[src/rtl/pfc_map.svh]
`ifndef PFC_MAP_SVH
`define PFC_MAP_SVH
// Feature control bit positions
`define PFC_BIT_IOBP 3
`define PFC_BIT_LPE 4
`define PFC_BIT_WAE 5
`define PFC_BIT_MCE 6
`define PFC_BIT_GPE 7
`define PFC_BIT_CRO 8
`define PFC_BIT_LSE 9
`define PFC_BIT_SFS 10
`define PFC_BIT_SBE 16
`define PFC_BIT_ESM 18
// Writable bits: 0..10, 16, 18; everything else reads zero
`define PFC_WR_MASK 64'h0000_0000_0005_07FF
`define PFC_RESET 64'h0000_0000_0000_0000
`define PFC_LOW_MASK 64'h0000_0000_FFFF_FFFF
// Control register numbers
`define PFC_CR_PGBASE 4'h3
`define PFC_CR_FEAT 4'h4
`define PFC_CR_TPC 4'h8
// Debug register numbers
`define PFC_DR_ALO 3'h4
`define PFC_DR_AHI 3'h5
`define PFC_DR_STAT 3'h6
`define PFC_DR_CTRL 3'h7
// Task priority width and reset
`define PFC_TPC_W 4
`define PFC_TPC_RESET 4'h0
`endif

[src/rtl/pfc_pkg.sv]
package pfc_pkg;
  // Page size chosen by translation
  typedef enum logic [1:0] {
    PFC_PG_4K,
    PFC_PG_2M,
    PFC_PG_4M
  } pfc_page_t;
  // Activity state of the register port, busy after any move
  typedef enum logic [0:0] {
    PFC_IDLE,
    PFC_BUSY
  } pfc_state_t;
endpackage : pfc_pkg

[src/rtl/pfc_cr_decode.sv]
`timescale 1ns/1ps
`include "pfc_map.svh"
// Control register number legality check
module pfc_cr_decode (
  input wire logic [2:0] reg_field_in,
  input wire logic reg_extend_in,
  input wire logic long64_in,
  input wire logic [7:0] impl_hi_in,
  output logic [3:0] cr_num_out,
  output logic illegal_out
);
  logic [3:0] num;
  logic hi_impl;
  // Extension bit only counts in 64-bit mode
  assign num = {reg_extend_in & long64_in, reg_field_in};
  assign cr_num_out = num;
  assign hi_impl = impl_hi_in[num[2:0]];
  assign illegal_out = (num == 4'h1) || (num == 4'h5) || (num == 4'h6) ||
    (num == 4'h7) || (num[3] && !hi_impl);
endmodule : pfc_cr_decode

[src/rtl/pfc_feature_ctl.sv]
`timescale 1ns/1ps
`include "pfc_map.svh"
// Behaviour
// - io_breakpoint_enable set: breakpoints on, alias debug registers fault invalid opcode.
// - io_breakpoint_enable clear: breakpoints off, aliases map to status and control.
// - large_page_enable picks 4K or 4M by large_page_select; clear means 4K.
// - large_page_enable is ignored while wide_address_enable is set.
// - wide_address_enable gives 64-bit entries, 52-bit addresses, 4K or 2M pages.
// - Long mode needs wide_address_enable set for 64-bit table format.
// - machine_check_enable set raises machine_check_fault on uncorrectable errors only.
// - Enabled errors are logged regardless; correctable ones never fault.
// - global_page_enable keeps global translations across page table base writes.
// - counter_read_open allows counter reads at any privilege, else level 0.
// - legacy_simd_enable clear faults legacy SIMD, keeps legacy save and restore.
// - simd_fp_fault_support clear turns unmasked SIMD FP faults into invalid opcode.
// - segbase_instr_enable allows segment-base instructions in 64-bit mode, any privilege.
// - ext_state_mgmt_enable allows mask read/write and extended save of enabled states.
// - Control registers 1, 5-7 and unimplemented 8-15 fault invalid opcode.
// - In 64-bit mode the extend bit selects control registers 8 to 15.
// - Task priority control is register 8, reachable only in 64-bit mode.
// - Outside 64-bit mode only low 32 bits show; reserved bits read zero.
module pfc_feature_ctl
  import pfc_pkg::*;
(
  input wire logic core_clk_in,
  input wire logic reset_in,
  // Mode and privilege
  input wire logic long64_in,
  input wire logic [1:0] cpl_in,
  input wire logic [7:0] impl_hi_in,
  input wire logic segbase_supported_in,
  input wire logic ext_state_supported_in,
  // Control register move
  input wire logic cr_valid_in,
  input wire logic cr_write_in,
  input wire logic [2:0] cr_field_in,
  input wire logic prefix_reg_extend_bit_in,
  input wire logic [63:0] cr_wdata_in,
  output logic [63:0] cr_rdata_out,
  output logic cr_done_out,
  output logic [3:0] task_priority_ctl_out,
  output logic tlb_flush_nonglobal_out,
  output logic tlb_flush_all_out,
  // Debug register access
  input wire logic dr_valid_in,
  input wire logic [2:0] dr_num_in,
  output logic [2:0] dr_target_out,
  output logic dr_target_valid_out,
  // Instruction checks
  input wire logic perf_counter_read_instr_in,
  input wire logic legacy_simd_instr_in,
  input wire logic legacy_save_instr_in,
  input wire logic segbase_instr_in,
  input wire logic ext_mask_instr_in,
  input wire logic ext_save_instr_in,
  input wire logic simd_fp_unmasked_in,
  output logic invalid_opcode_fault_out,
  output logic general_protect_fault_out,
  output logic simd_fp_fault_out,
  // Machine check
  input wire logic mc_error_in,
  input wire logic mc_uncorrectable_in,
  input wire logic mc_bank_enabled_in,
  output logic machine_check_fault_out,
  output logic mc_log_out,
  // Translation decode
  input wire logic large_page_select_in,
  output pfc_page_t page_size_out,
  output logic wide_entries_out,
  output logic global_keep_out,
  output logic io_breakpoint_on_out,
  output logic [63:0] feature_control_reg_out
);
  logic [63:0] feat_q, feat_d;
  logic [3:0] tpc_q, tpc_d;
  logic [63:0] rdata_q, rdata_d;
  logic done_q, fault_q, gp_q, xf_q, mcf_q, mclog_q;
  logic flush_ng_q, flush_all_q;
  logic [2:0] drt_q;
  logic drv_q;
  pfc_page_t page_q;
  pfc_state_t state_q;
  logic [3:0] cr_num;
  logic cr_illegal;
  // Decoded feature bits
  wire iobp = feat_q[`PFC_BIT_IOBP];
  wire lpe = feat_q[`PFC_BIT_LPE];
  wire wae = feat_q[`PFC_BIT_WAE];
  wire machine_check_enable = feat_q[`PFC_BIT_MCE];
  wire gpe = feat_q[`PFC_BIT_GPE];
  wire cro = feat_q[`PFC_BIT_CRO];
  wire lse = feat_q[`PFC_BIT_LSE];
  wire sfs = feat_q[`PFC_BIT_SFS];
  wire sbe = feat_q[`PFC_BIT_SBE];
  wire esm = feat_q[`PFC_BIT_ESM];

  pfc_cr_decode u_dec (
    .reg_field_in(cr_field_in),
    .reg_extend_in(prefix_reg_extend_bit_in),
    .long64_in(long64_in),
    .impl_hi_in(impl_hi_in),
    .cr_num_out(cr_num),
    .illegal_out(cr_illegal)
  );

  // Register moves
  wire cr_ok = cr_valid_in && !cr_illegal;
  wire wr_feat = cr_ok && cr_write_in && (cr_num == `PFC_CR_FEAT);
  wire wr_pgbase = cr_ok && cr_write_in && (cr_num == `PFC_CR_PGBASE);
  wire wr_tpc = cr_ok && cr_write_in && (cr_num == `PFC_CR_TPC);
  wire [63:0] feat_view = long64_in ? feat_q : (feat_q & `PFC_LOW_MASK);
  // Reserved bits are dropped on write so they always read zero
  assign feat_d = wr_feat ? (cr_wdata_in & `PFC_WR_MASK) : feat_q;
  assign tpc_d = wr_tpc ? cr_wdata_in[`PFC_TPC_W-1:0] : tpc_q;
  assign rdata_d = !cr_ok ? 64'h0 :
    (cr_num == `PFC_CR_FEAT) ? feat_view :
    (cr_num == `PFC_CR_TPC) ? {60'h0, tpc_q} : 64'h0;

  // Debug alias handling
  wire dr_alias = (dr_num_in == `PFC_DR_ALO) || (dr_num_in == `PFC_DR_AHI);
  wire dr_fault = dr_valid_in && dr_alias && iobp;
  wire [2:0] dr_map = (!iobp && dr_num_in == `PFC_DR_ALO) ? `PFC_DR_STAT :
    (!iobp && dr_num_in == `PFC_DR_AHI) ? `PFC_DR_CTRL : dr_num_in;

  // Instruction permission checks
  wire pmc_gp = perf_counter_read_instr_in && !cro && (cpl_in != 2'h0);
  wire simd_ud = legacy_simd_instr_in && !legacy_save_instr_in && !lse;
  wire sb_ud = segbase_instr_in && !(sbe && segbase_supported_in && long64_in);
  // Extended save only meaningful when legacy SIMD is also on, as software is expected to ensure
  wire xs_ud = (ext_mask_instr_in || ext_save_instr_in) &&
    !(esm && ext_state_supported_in);
  wire xf_ud = simd_fp_unmasked_in && !sfs;
  wire xf_go = simd_fp_unmasked_in && sfs;
  // Every refusal except the counter read one folds into the one invalid opcode pulse
  wire cr_ud = cr_valid_in && cr_illegal;
  wire ud = dr_fault || cr_ud || simd_ud || sb_ud || xs_ud || xf_ud;

  // Machine check
  wire mc_go = mc_error_in && mc_uncorrectable_in && machine_check_enable;
  wire mc_lg = mc_error_in && mc_bank_enabled_in;

  // Page size: wide addressing overrides large page enable
  pfc_page_t page_d;
  assign page_d = wae ? (large_page_select_in ? PFC_PG_2M : PFC_PG_4K) :
    ((lpe && large_page_select_in) ? PFC_PG_4M : PFC_PG_4K);

  // Feature register, all extensions off after reset
  always_ff @(posedge core_clk_in) begin
    if (reset_in) begin
      feat_q <= `PFC_RESET;
    end else begin
      feat_q <= feat_d;
    end
  end

  // Task priority control, written only through register 8
  always_ff @(posedge core_clk_in) begin
    if (reset_in) begin
      tpc_q <= `PFC_TPC_RESET;
    end else begin
      tpc_q <= tpc_d;
    end
  end

  // Read data; a read beside a write still returns the old value
  always_ff @(posedge core_clk_in) begin
    if (reset_in) begin
      rdata_q <= 64'h0;
    end else begin
      rdata_q <= rdata_d;
    end
  end

  // Move done, one pulse per request
  always_ff @(posedge core_clk_in) begin
    if (reset_in) begin
      done_q <= 1'b0;
    end else begin
      done_q <= cr_valid_in;
    end
  end

  // Port activity tracker, back to back moves keep it busy
  always_ff @(posedge core_clk_in) begin
    if (reset_in) begin
      state_q <= PFC_IDLE;
    end else begin
      case (state_q)
        PFC_IDLE: state_q <= cr_valid_in ? PFC_BUSY : PFC_IDLE;
        PFC_BUSY: state_q <= cr_valid_in ? PFC_BUSY : PFC_IDLE;
        default: state_q <= PFC_IDLE;
      endcase
    end
  end

  // Invalid opcode pulse, one cycle after the request
  always_ff @(posedge core_clk_in) begin
    if (reset_in) begin
      fault_q <= 1'b0;
    end else begin
      fault_q <= ud;
    end
  end

  // Counter read privilege refusal
  always_ff @(posedge core_clk_in) begin
    if (reset_in) begin
      gp_q <= 1'b0;
    end else begin
      gp_q <= pmc_gp;
    end
  end

  // SIMD floating-point fault, only when its handler is declared
  always_ff @(posedge core_clk_in) begin
    if (reset_in) begin
      xf_q <= 1'b0;
    end else begin
      xf_q <= xf_go;
    end
  end

  // Machine check fault
  always_ff @(posedge core_clk_in) begin
    if (reset_in) begin
      mcf_q <= 1'b0;
    end else begin
      mcf_q <= mc_go;
    end
  end

  // Error logging ignores the fault enable on purpose
  always_ff @(posedge core_clk_in) begin
    if (reset_in) begin
      mclog_q <= 1'b0;
    end else begin
      mclog_q <= mc_lg;
    end
  end

  // Non-global flush, global entries survive a base write
  always_ff @(posedge core_clk_in) begin
    if (reset_in) begin
      flush_ng_q <= 1'b0;
    end else begin
      flush_ng_q <= wr_pgbase && gpe;
    end
  end

  // Full flush when global pages are off
  always_ff @(posedge core_clk_in) begin
    if (reset_in) begin
      flush_all_q <= 1'b0;
    end else begin
      flush_all_q <= wr_pgbase && !gpe;
    end
  end

  // Mapped debug register number
  always_ff @(posedge core_clk_in) begin
    if (reset_in) begin
      drt_q <= 3'h0;
    end else begin
      drt_q <= dr_map;
    end
  end

  // Debug access goes ahead unless refused
  always_ff @(posedge core_clk_in) begin
    if (reset_in) begin
      drv_q <= 1'b0;
    end else begin
      drv_q <= dr_valid_in && !dr_fault;
    end
  end

  // Page size follows the feature bits of the previous cycle
  always_ff @(posedge core_clk_in) begin
    if (reset_in) begin
      page_q <= PFC_PG_4K;
    end else begin
      page_q <= page_d;
    end
  end

  // Outputs straight from the flops
  assign cr_rdata_out = rdata_q;
  assign cr_done_out = done_q;
  assign task_priority_ctl_out = tpc_q;
  assign tlb_flush_nonglobal_out = flush_ng_q;
  assign tlb_flush_all_out = flush_all_q;
  assign dr_target_out = drt_q;
  assign dr_target_valid_out = drv_q;
  assign invalid_opcode_fault_out = fault_q;
  assign general_protect_fault_out = gp_q;
  assign simd_fp_fault_out = xf_q;
  assign machine_check_fault_out = mcf_q;
  assign mc_log_out = mclog_q;
  assign page_size_out = page_q;
  assign wide_entries_out = feat_q[`PFC_BIT_WAE];
  assign global_keep_out = feat_q[`PFC_BIT_GPE];
  assign io_breakpoint_on_out = feat_q[`PFC_BIT_IOBP];
  assign feature_control_reg_out = feat_q;
endmodule : pfc_feature_ctl

[config.mk]
export PLATFORM = sky130hd
export DESIGN_NAME = pfc_feature_ctl
export DESIGN_NICKNAME = d
export VERILOG_FILES = /design/src/rtl/pfc_pkg.sv /design/src/rtl/pfc_cr_decode.sv /design/src/rtl/pfc_feature_ctl.sv
export VERILOG_INCLUDE_DIRS = /design/src /design/src/rtl
export SDC_FILE = /design/constraint.sdc
export NUM_CORES = 1
export LEC_CHECK = 0
export BUFFER_PORTS_ARGS = -buffer_cell sky130_fd_sc_hd__clkbuf_2
export CORE_AREA = 2 2 97 99
export CTS_BUF_LIST = sky130_fd_sc_hd__clkbuf_8
export CTS_CLUSTER_DIAMETER = 200
export DETAILED_ROUTE_END_ITERATION = 16
export DIE_AREA = 0 0 99 101
export HOLD_SLACK_MARGIN = 0.03
export PLACE_DENSITY = 0.67
export SYNTH_ARGS = -nofsm -noshare
export SYNTH_HDL_FRONTEND = slang
export SYNTH_SLANG_ARGS = --single-unit
[constraint.sdc]
create_clock -name core_clk_in -period 2.35 [get_ports core_clk_in]
set_input_delay 0.1175 -clock core_clk_in [delete_from_list [all_inputs] [get_ports core_clk_in]]
set_output_delay 0.1175 -clock core_clk_in [all_outputs]
set_load 0.01 [all_outputs]
Word level (Yosys, flattened, before mapping)
Index checks and enable logic that the tools add are counted.
- logic and storage cells: 90
- output and inout port bits: 149
- register bits: 95
- input port bits: 100
- order comparisons: 1
- bitwise logic cells: 2
- eq/ne operators: 9
- reduce and logical (&&, ||, !) cells: 54
- multiplexer cells: 9
- operator list (kind ; count):
    logical AND 1 bit ; 29
    two-way mux 19 bit ; 1
    == test 4 x 3 -> 1 bit, second input constant ; 4
    logical NOT 1 bit ; 11
    logical OR 1 bit ; 11
    == test 3 bit, second input constant ; 2
    two-way mux 3 bit ; 2
    == test 4 x 1 -> 1 bit, second input constant ; 1
    == test 4 x 2 -> 1 bit, second input constant ; 1
    == test 4 bit, second input constant ; 1
    < comparator 3 x 4 -> 1 bit, second input constant ; 1
    two-way mux 2 bit ; 2
    two-way mux 4 bit ; 1
    OR reduction 2 bit ; 2
    binary-select mux 1 bit (select 3 bit) ; 1
    two-way mux 1 bit ; 2
    nonzero test 2 bit ; 1
    AND 1 bit ; 1
    NOT 1 bit ; 1

Longest topological paths before layout
- depth after elaboration: 12
- mapped depth: 6
- mapped depth without buffers: 4

Cells and area by module
From an unflattened synthesis, not the netlist that was laid out.
- cell total of the unflattened synthesis: 282
- area total of the unflattened synthesis: 2486.1 µm²
- modules (own cells, without submodules) (module ; sequential area each (µm²) ; area each (µm²) ; times used ; cells each):
    pfc_feature_ctl ; 880.8 ; 2353.5 ; 1 ; 265
    pfc_cr_decode ; 0.0 ; 132.6 ; 1 ; 17

Least setup slack after synthesis
OpenSTA, ideal clock, no wires.
- path type: input to register
- start: input cr_field_in[0]
- end: register rdata_q[0], in the netlist cr_rdata_out[0]
- stages on the path: 5
- library setup time: 0.117 ns
- arrival: 1.202 ns
- buffers on the path: 1
- setup slack: 1.032 ns
- required time: 2.233 ns
- cell sequence: buf_6 mux4_2 or3_4 nand4_2 nor2_1
- cells in the longest elaborated chain, start to end: 9
- elaborated cells between the ends (all ways): 20
- classes of those cells: eq/ne (6); mux (4); bitwise (1); reduce/logical (9)
- RTL lines (item ; line ; text):
    start: declaration ; pfc_feature_ctl.sv:36 ; input wire logic [2:0] cr_field_in,
    binary-select mux 1 bit (select 3 bit) (tied with other cells) ; pfc_cr_decode.sv:17 ; assign hi_impl = impl_hi_in[num[2:0]];
    two-way mux 1 bit (not written as such) or logical OR 1 bit (tied branches) ; pfc_cr_decode.sv:17, pfc_cr_decode.sv:18 ;
    logical NOT 1 bit or logical OR 1 bit (tied branches) ; pfc_cr_decode.sv:19, pfc_cr_decode.sv:18 ;
    logical AND 1 bit or logical OR 1 bit (tied branches) ; pfc_cr_decode.sv:19, pfc_cr_decode.sv:18 ;
    logical OR 1 bit ; pfc_cr_decode.sv:19 ; (num == 4'h7) || (num[3] && !hi_impl);
    logical NOT 1 bit ; pfc_feature_ctl.sv:107 ; wire cr_ok = cr_valid_in && !cr_illegal;
    logical AND 1 bit ; pfc_feature_ctl.sv:107 ;
    NOT 1 bit (no source line) ; -- ;
    OR reduction 2 bit (no source line) ; -- ;
    end signal: assignment ; pfc_feature_ctl.sv:170 ; rdata_q <= rdata_d;
    end: declaration ; pfc_feature_ctl.sv:76 ; logic [63:0] rdata_q, rdata_d;
Several ways; a longest one is shown, not always the timed one. The select of a mux whose other input is x is not followed.
A chain may end at the register's enable or synchronous reset.

Worst setup path in the final report
- start: register feat_q[10], in the netlist feature_control_reg_out[10]
- end: register fault_q, in the netlist invalid_opcode_fault_out
- cells in the longest elaborated chain, start to end: 3
- RTL lines (item ; line ; text):
    start: declaration ; pfc_feature_ctl.sv:74 ; logic [63:0] feat_q, feat_d;
    start signal: assignment ; pfc_feature_ctl.sv:150 ; feat_q <= `PFC_RESET;
    start signal: assignment ; pfc_feature_ctl.sv:152 ; feat_q <= feat_d;
    logical NOT 1 bit ; pfc_feature_ctl.sv:132 ; wire xf_ud = simd_fp_unmasked_in && !sfs;
    logical AND 1 bit ; pfc_feature_ctl.sv:132 ;
    logical OR 1 bit ; pfc_feature_ctl.sv:136 ; wire ud = dr_fault || cr_ud || simd_ud || sb_ud || xs_ud || xf_ud;
    end signal: assignment ; pfc_feature_ctl.sv:201 ; fault_q <= ud;
    end: declaration ; pfc_feature_ctl.sv:77 ; logic done_q, fault_q, gp_q, xf_q, mcf_q, mclog_q;
No other way between the ends.

==> qor.csv <==
stage;metric;value;unit
clock_network;Clock Latency Late Sink;0.29;ns
logic_synthesis;Yosys warnings;0;
placement;hpwl dp;4170;um
detailed_routing;DRT iter0 DRCs;42;
clock_network;hold_buf cts;0;
outcome;status;finished, final reports clean;
critical_path;arrival time worst endpoint;1.42;ns
logic_synthesis;count leader, synth;buf_4;
hold_path;worst hold path cell count;3;
global_routing;largest net degree at the start of global routing;31;
logic_synthesis;post-synthesis area per instance;9.37;um^2
critical_path;Reg2Reg Depth;4;
global_routing;first-pass GRT wire length;7170;um
sta;Final Setup Violations;0;
logic_synthesis;Most used DFF post-synth;dfxtp_1;
sta;Hold Vio Cnt, Final;0;
floorplanning;Row Count;35;
layout;ANT cells;0;
layout;Synth-to-Final Area Change;12.3;%
clock_network;CTS resizes;0;
critical_path;worst setup path category;register to register;
layout;Nets;450;
detailed_routing;drt pass-1 iters;4;
detailed_routing;final wirelength;5060;um
detailed_routing;via count;1730;
logic_synthesis;most frequent cells after synthesis;105 x buf_4, 44 x dfxtp_1, 26 x nor2_1;
floorplanning;Die Area;0.0100;mm^2
clock_network;clock buffer depth;2;
sta;Slew Viols, Final;0;
detailed_routing;vias per cell;3.74;
clock_network;Root Driver;clkbuf_8;
floorplanning;num ports;249;
power;Leak;0.00155;uW
logic_synthesis;Syn Std Cell Area;0.00238;mm^2
layout;fraction of layout cells with a size suffix above 1;31.9;%
critical_path;Worst path slowest cell;dfxtp_1;
logic_synthesis;Synth top area share;37.0;%
clock_network;postcts setup bufs;0;
critical_path;CP Max Fanout;5;
power;peak supply drop;0.197;mV
detailed_routing;Residual DRC;0;
clock_network;CTS Sinks;44;
floorplanning;Initial Util;26.5;%
critical_path;Cell Chain, Critical Path;nand2b_1, o311ai_0, a221oi_1, o2bb2ai_1;
sta;crit share post-route;53.2;%
clock_network;CTS tree;built;
power;power density cells;530;mW/mm^2
placement;placed instance count;454;
clock_network;H-tree depth;2;
sta;Clock Skew;0.00890;ns
placement;port buffer count;95;
global_routing;number of global-route vias before repair;1417;
logic_synthesis;largest cells by area after synthesis;dfxtp_1 37%, buf_4 33%, mux2i_1 8.0%;
clock_network;TritonCTS buffer count;5;
global_routing;overall routing resource usage;9.20;%
sta;RSZ-0062 raised after global routing;no;
layout;Final Util;29.8;%
detailed_routing;Routed WL per cell;10.9;um
logic_synthesis;Synth Instances;254;
global_routing;initial antenna violation count;0;
logic_synthesis;library cells used by synthesis;35;
layout;post-route insts no fill;462;
logic_synthesis;flops & latches, synth;44;
floorplanning;Core ar.;0.00898;mm^2
clock_network;Clock transition at path regs;0.08;ns
sta;setup TNS;0;ns
critical_path;crit path launch type;register;
floorplanning;Die Ht;101;um
power;Design Power;1420;uW
critical_path;Crit. End Element;register;
run;Max Cap Viol;0;
hold_path;hold crit path type;input port to register;
critical_path;critical path data required time;2.52;ns
global_routing;global route overflow;0;
critical_path;slowest stage delay, CP;0.40;ns
placement;Final Wtd Congestion;0.746;
sta;Fmax;0.801;GHz
floorplanning;Die X;99;um
logic_synthesis;Synth area leader;dfxtp_1;
logic_synthesis;asr flop ratio synth;0;%
logic_synthesis;number of flops mapped to enable cells by yosys;0;
sta;fin crit period;1.25;ns
detailed_routing;Antenna Nets Post-Route;0;
logic_synthesis;sequential share of the synthesized area;37.0;%
-- critical path: cells and delay by family, from the launching register on --
kind / cells / cell delay, ns
AOI/OAI and AO/OA: 3 / 0.58
DFF: 1 / 0.40
and+or+nand+nor: 1 / 0.16
-- worst paths after layout --
path,startpoint,end,slack (ns)
setup / recovery,feature_control_reg_out[10],invalid_opcode_fault_out,1.10
hold / removal,simd_fp_unmasked_in,simd_fp_fault_out,0.05
setup reg to reg,feature_control_reg_out[10],invalid_opcode_fault_out,1.10
hold reg to reg,feature_control_reg_out[10],simd_fp_fault_out,0.49
-- flip-flops by register name (all words and copies together), names as in the netlist --
| name | count |
|---|---|
| cr_done_out | 1 |
| cr_rdata_out | 13 |
| dr_target_out | 3 |
| dr_target_valid_out | 1 |
| feature_control_reg_out | 13 |
| general_protect_fault_out | 1 |
| invalid_opcode_fault_out | 1 |
| machine_check_fault_out | 1 |
| mc_log_out | 1 |
| page_size_out | 2 |
| simd_fp_fault_out | 1 |
| task_priority_ctl_out | 4 |
| tlb_flush_all_out | 1 |
| tlb_flush_nonglobal_out | 1 |
-- area by class of cell --
class | count | area, um^2
clock buffers | 5 | 68.8
clock inverters | 3 | 18.8
fillers | 949 | 6310
inverters | 5 | 18.8
multi-input cells | 195 | 1040
flip-flops and latches | 44 | 881
well taps | 111 | 139
repair buffers | 99 | 505
-- cells by family after synthesis --
group / after synthesis / share of synthesized area (%)
AO/OA/AOI/OAI: 12 / 4.10
buffers and inverters: 116 / 35.2
flip-flops: 44 / 37.0
multiplexers: 20 / 8.94
other: 1 / 0.158
AND/OR/NAND/NOR: 61 / 14.6
-- power breakdown --
| part | switching (uW) | leakage, uW | total, uW | internal (uW) |
|---|---|---|---|---|
| Combinational | 136 | 0.00115 | 196 | 59.6 |
| Sequential | 4.55 | 0.000357 | 760 | 755 |
| Clock | 253 | 0.0000479 | 460 | 207 |
-- stage by stage --
stage	setup slack, ns	hold slack, ns	instance area [um^2]
global placement	0.834	0.344	2580
CTS	1.03	0.0424	2670
floorplan	1.03	0.195	2760
global route	1.01	0.0461	2670
detailed placement	0.791	0.353	2580
finish	1.10	0.0522	2670
-- cell usage in the layout, fill, tap and decap left out, types with 2 or more instances in the layout --
cell type / netlist / final
nand3_1: 2 / 2
nor3b_1: 2 / 2
clkbuf_2: 0 / 95
and3_1: 9 / 9
clkinv_2: 0 / 2
clkbuf_8: 0 / 5
dfxtp_1: 44 / 44
mux2i_1: 19 / 19
and4b_1: 2 / 2
and3b_1: 3 / 3
inv_1: 5 / 5
o2bb2ai_1: 2 / 2
nor2_1: 26 / 26
nand2_1: 2 / 2
buf_4: 105 / 4
nor4_1: 2 / 2
nand4_1: 2 / 2
a22oi_1: 4 / 4
conb_1: 1 / 102
nor2b_1: 2 / 2
nand2b_1: 2 / 2
-- layer usage --
metal  track usage, %  share of wire [%]  wire, um  vias up
met2             16.4                 46      2350      138
met3             3.88                 16       812        9
met4             4.00                1.9        97        0
met5                0                  0         0        -
li1                 -                  -         -      828
met1             9.42                 35      1790      755
No activity file was read; power rests on OpenSTA's default activity.
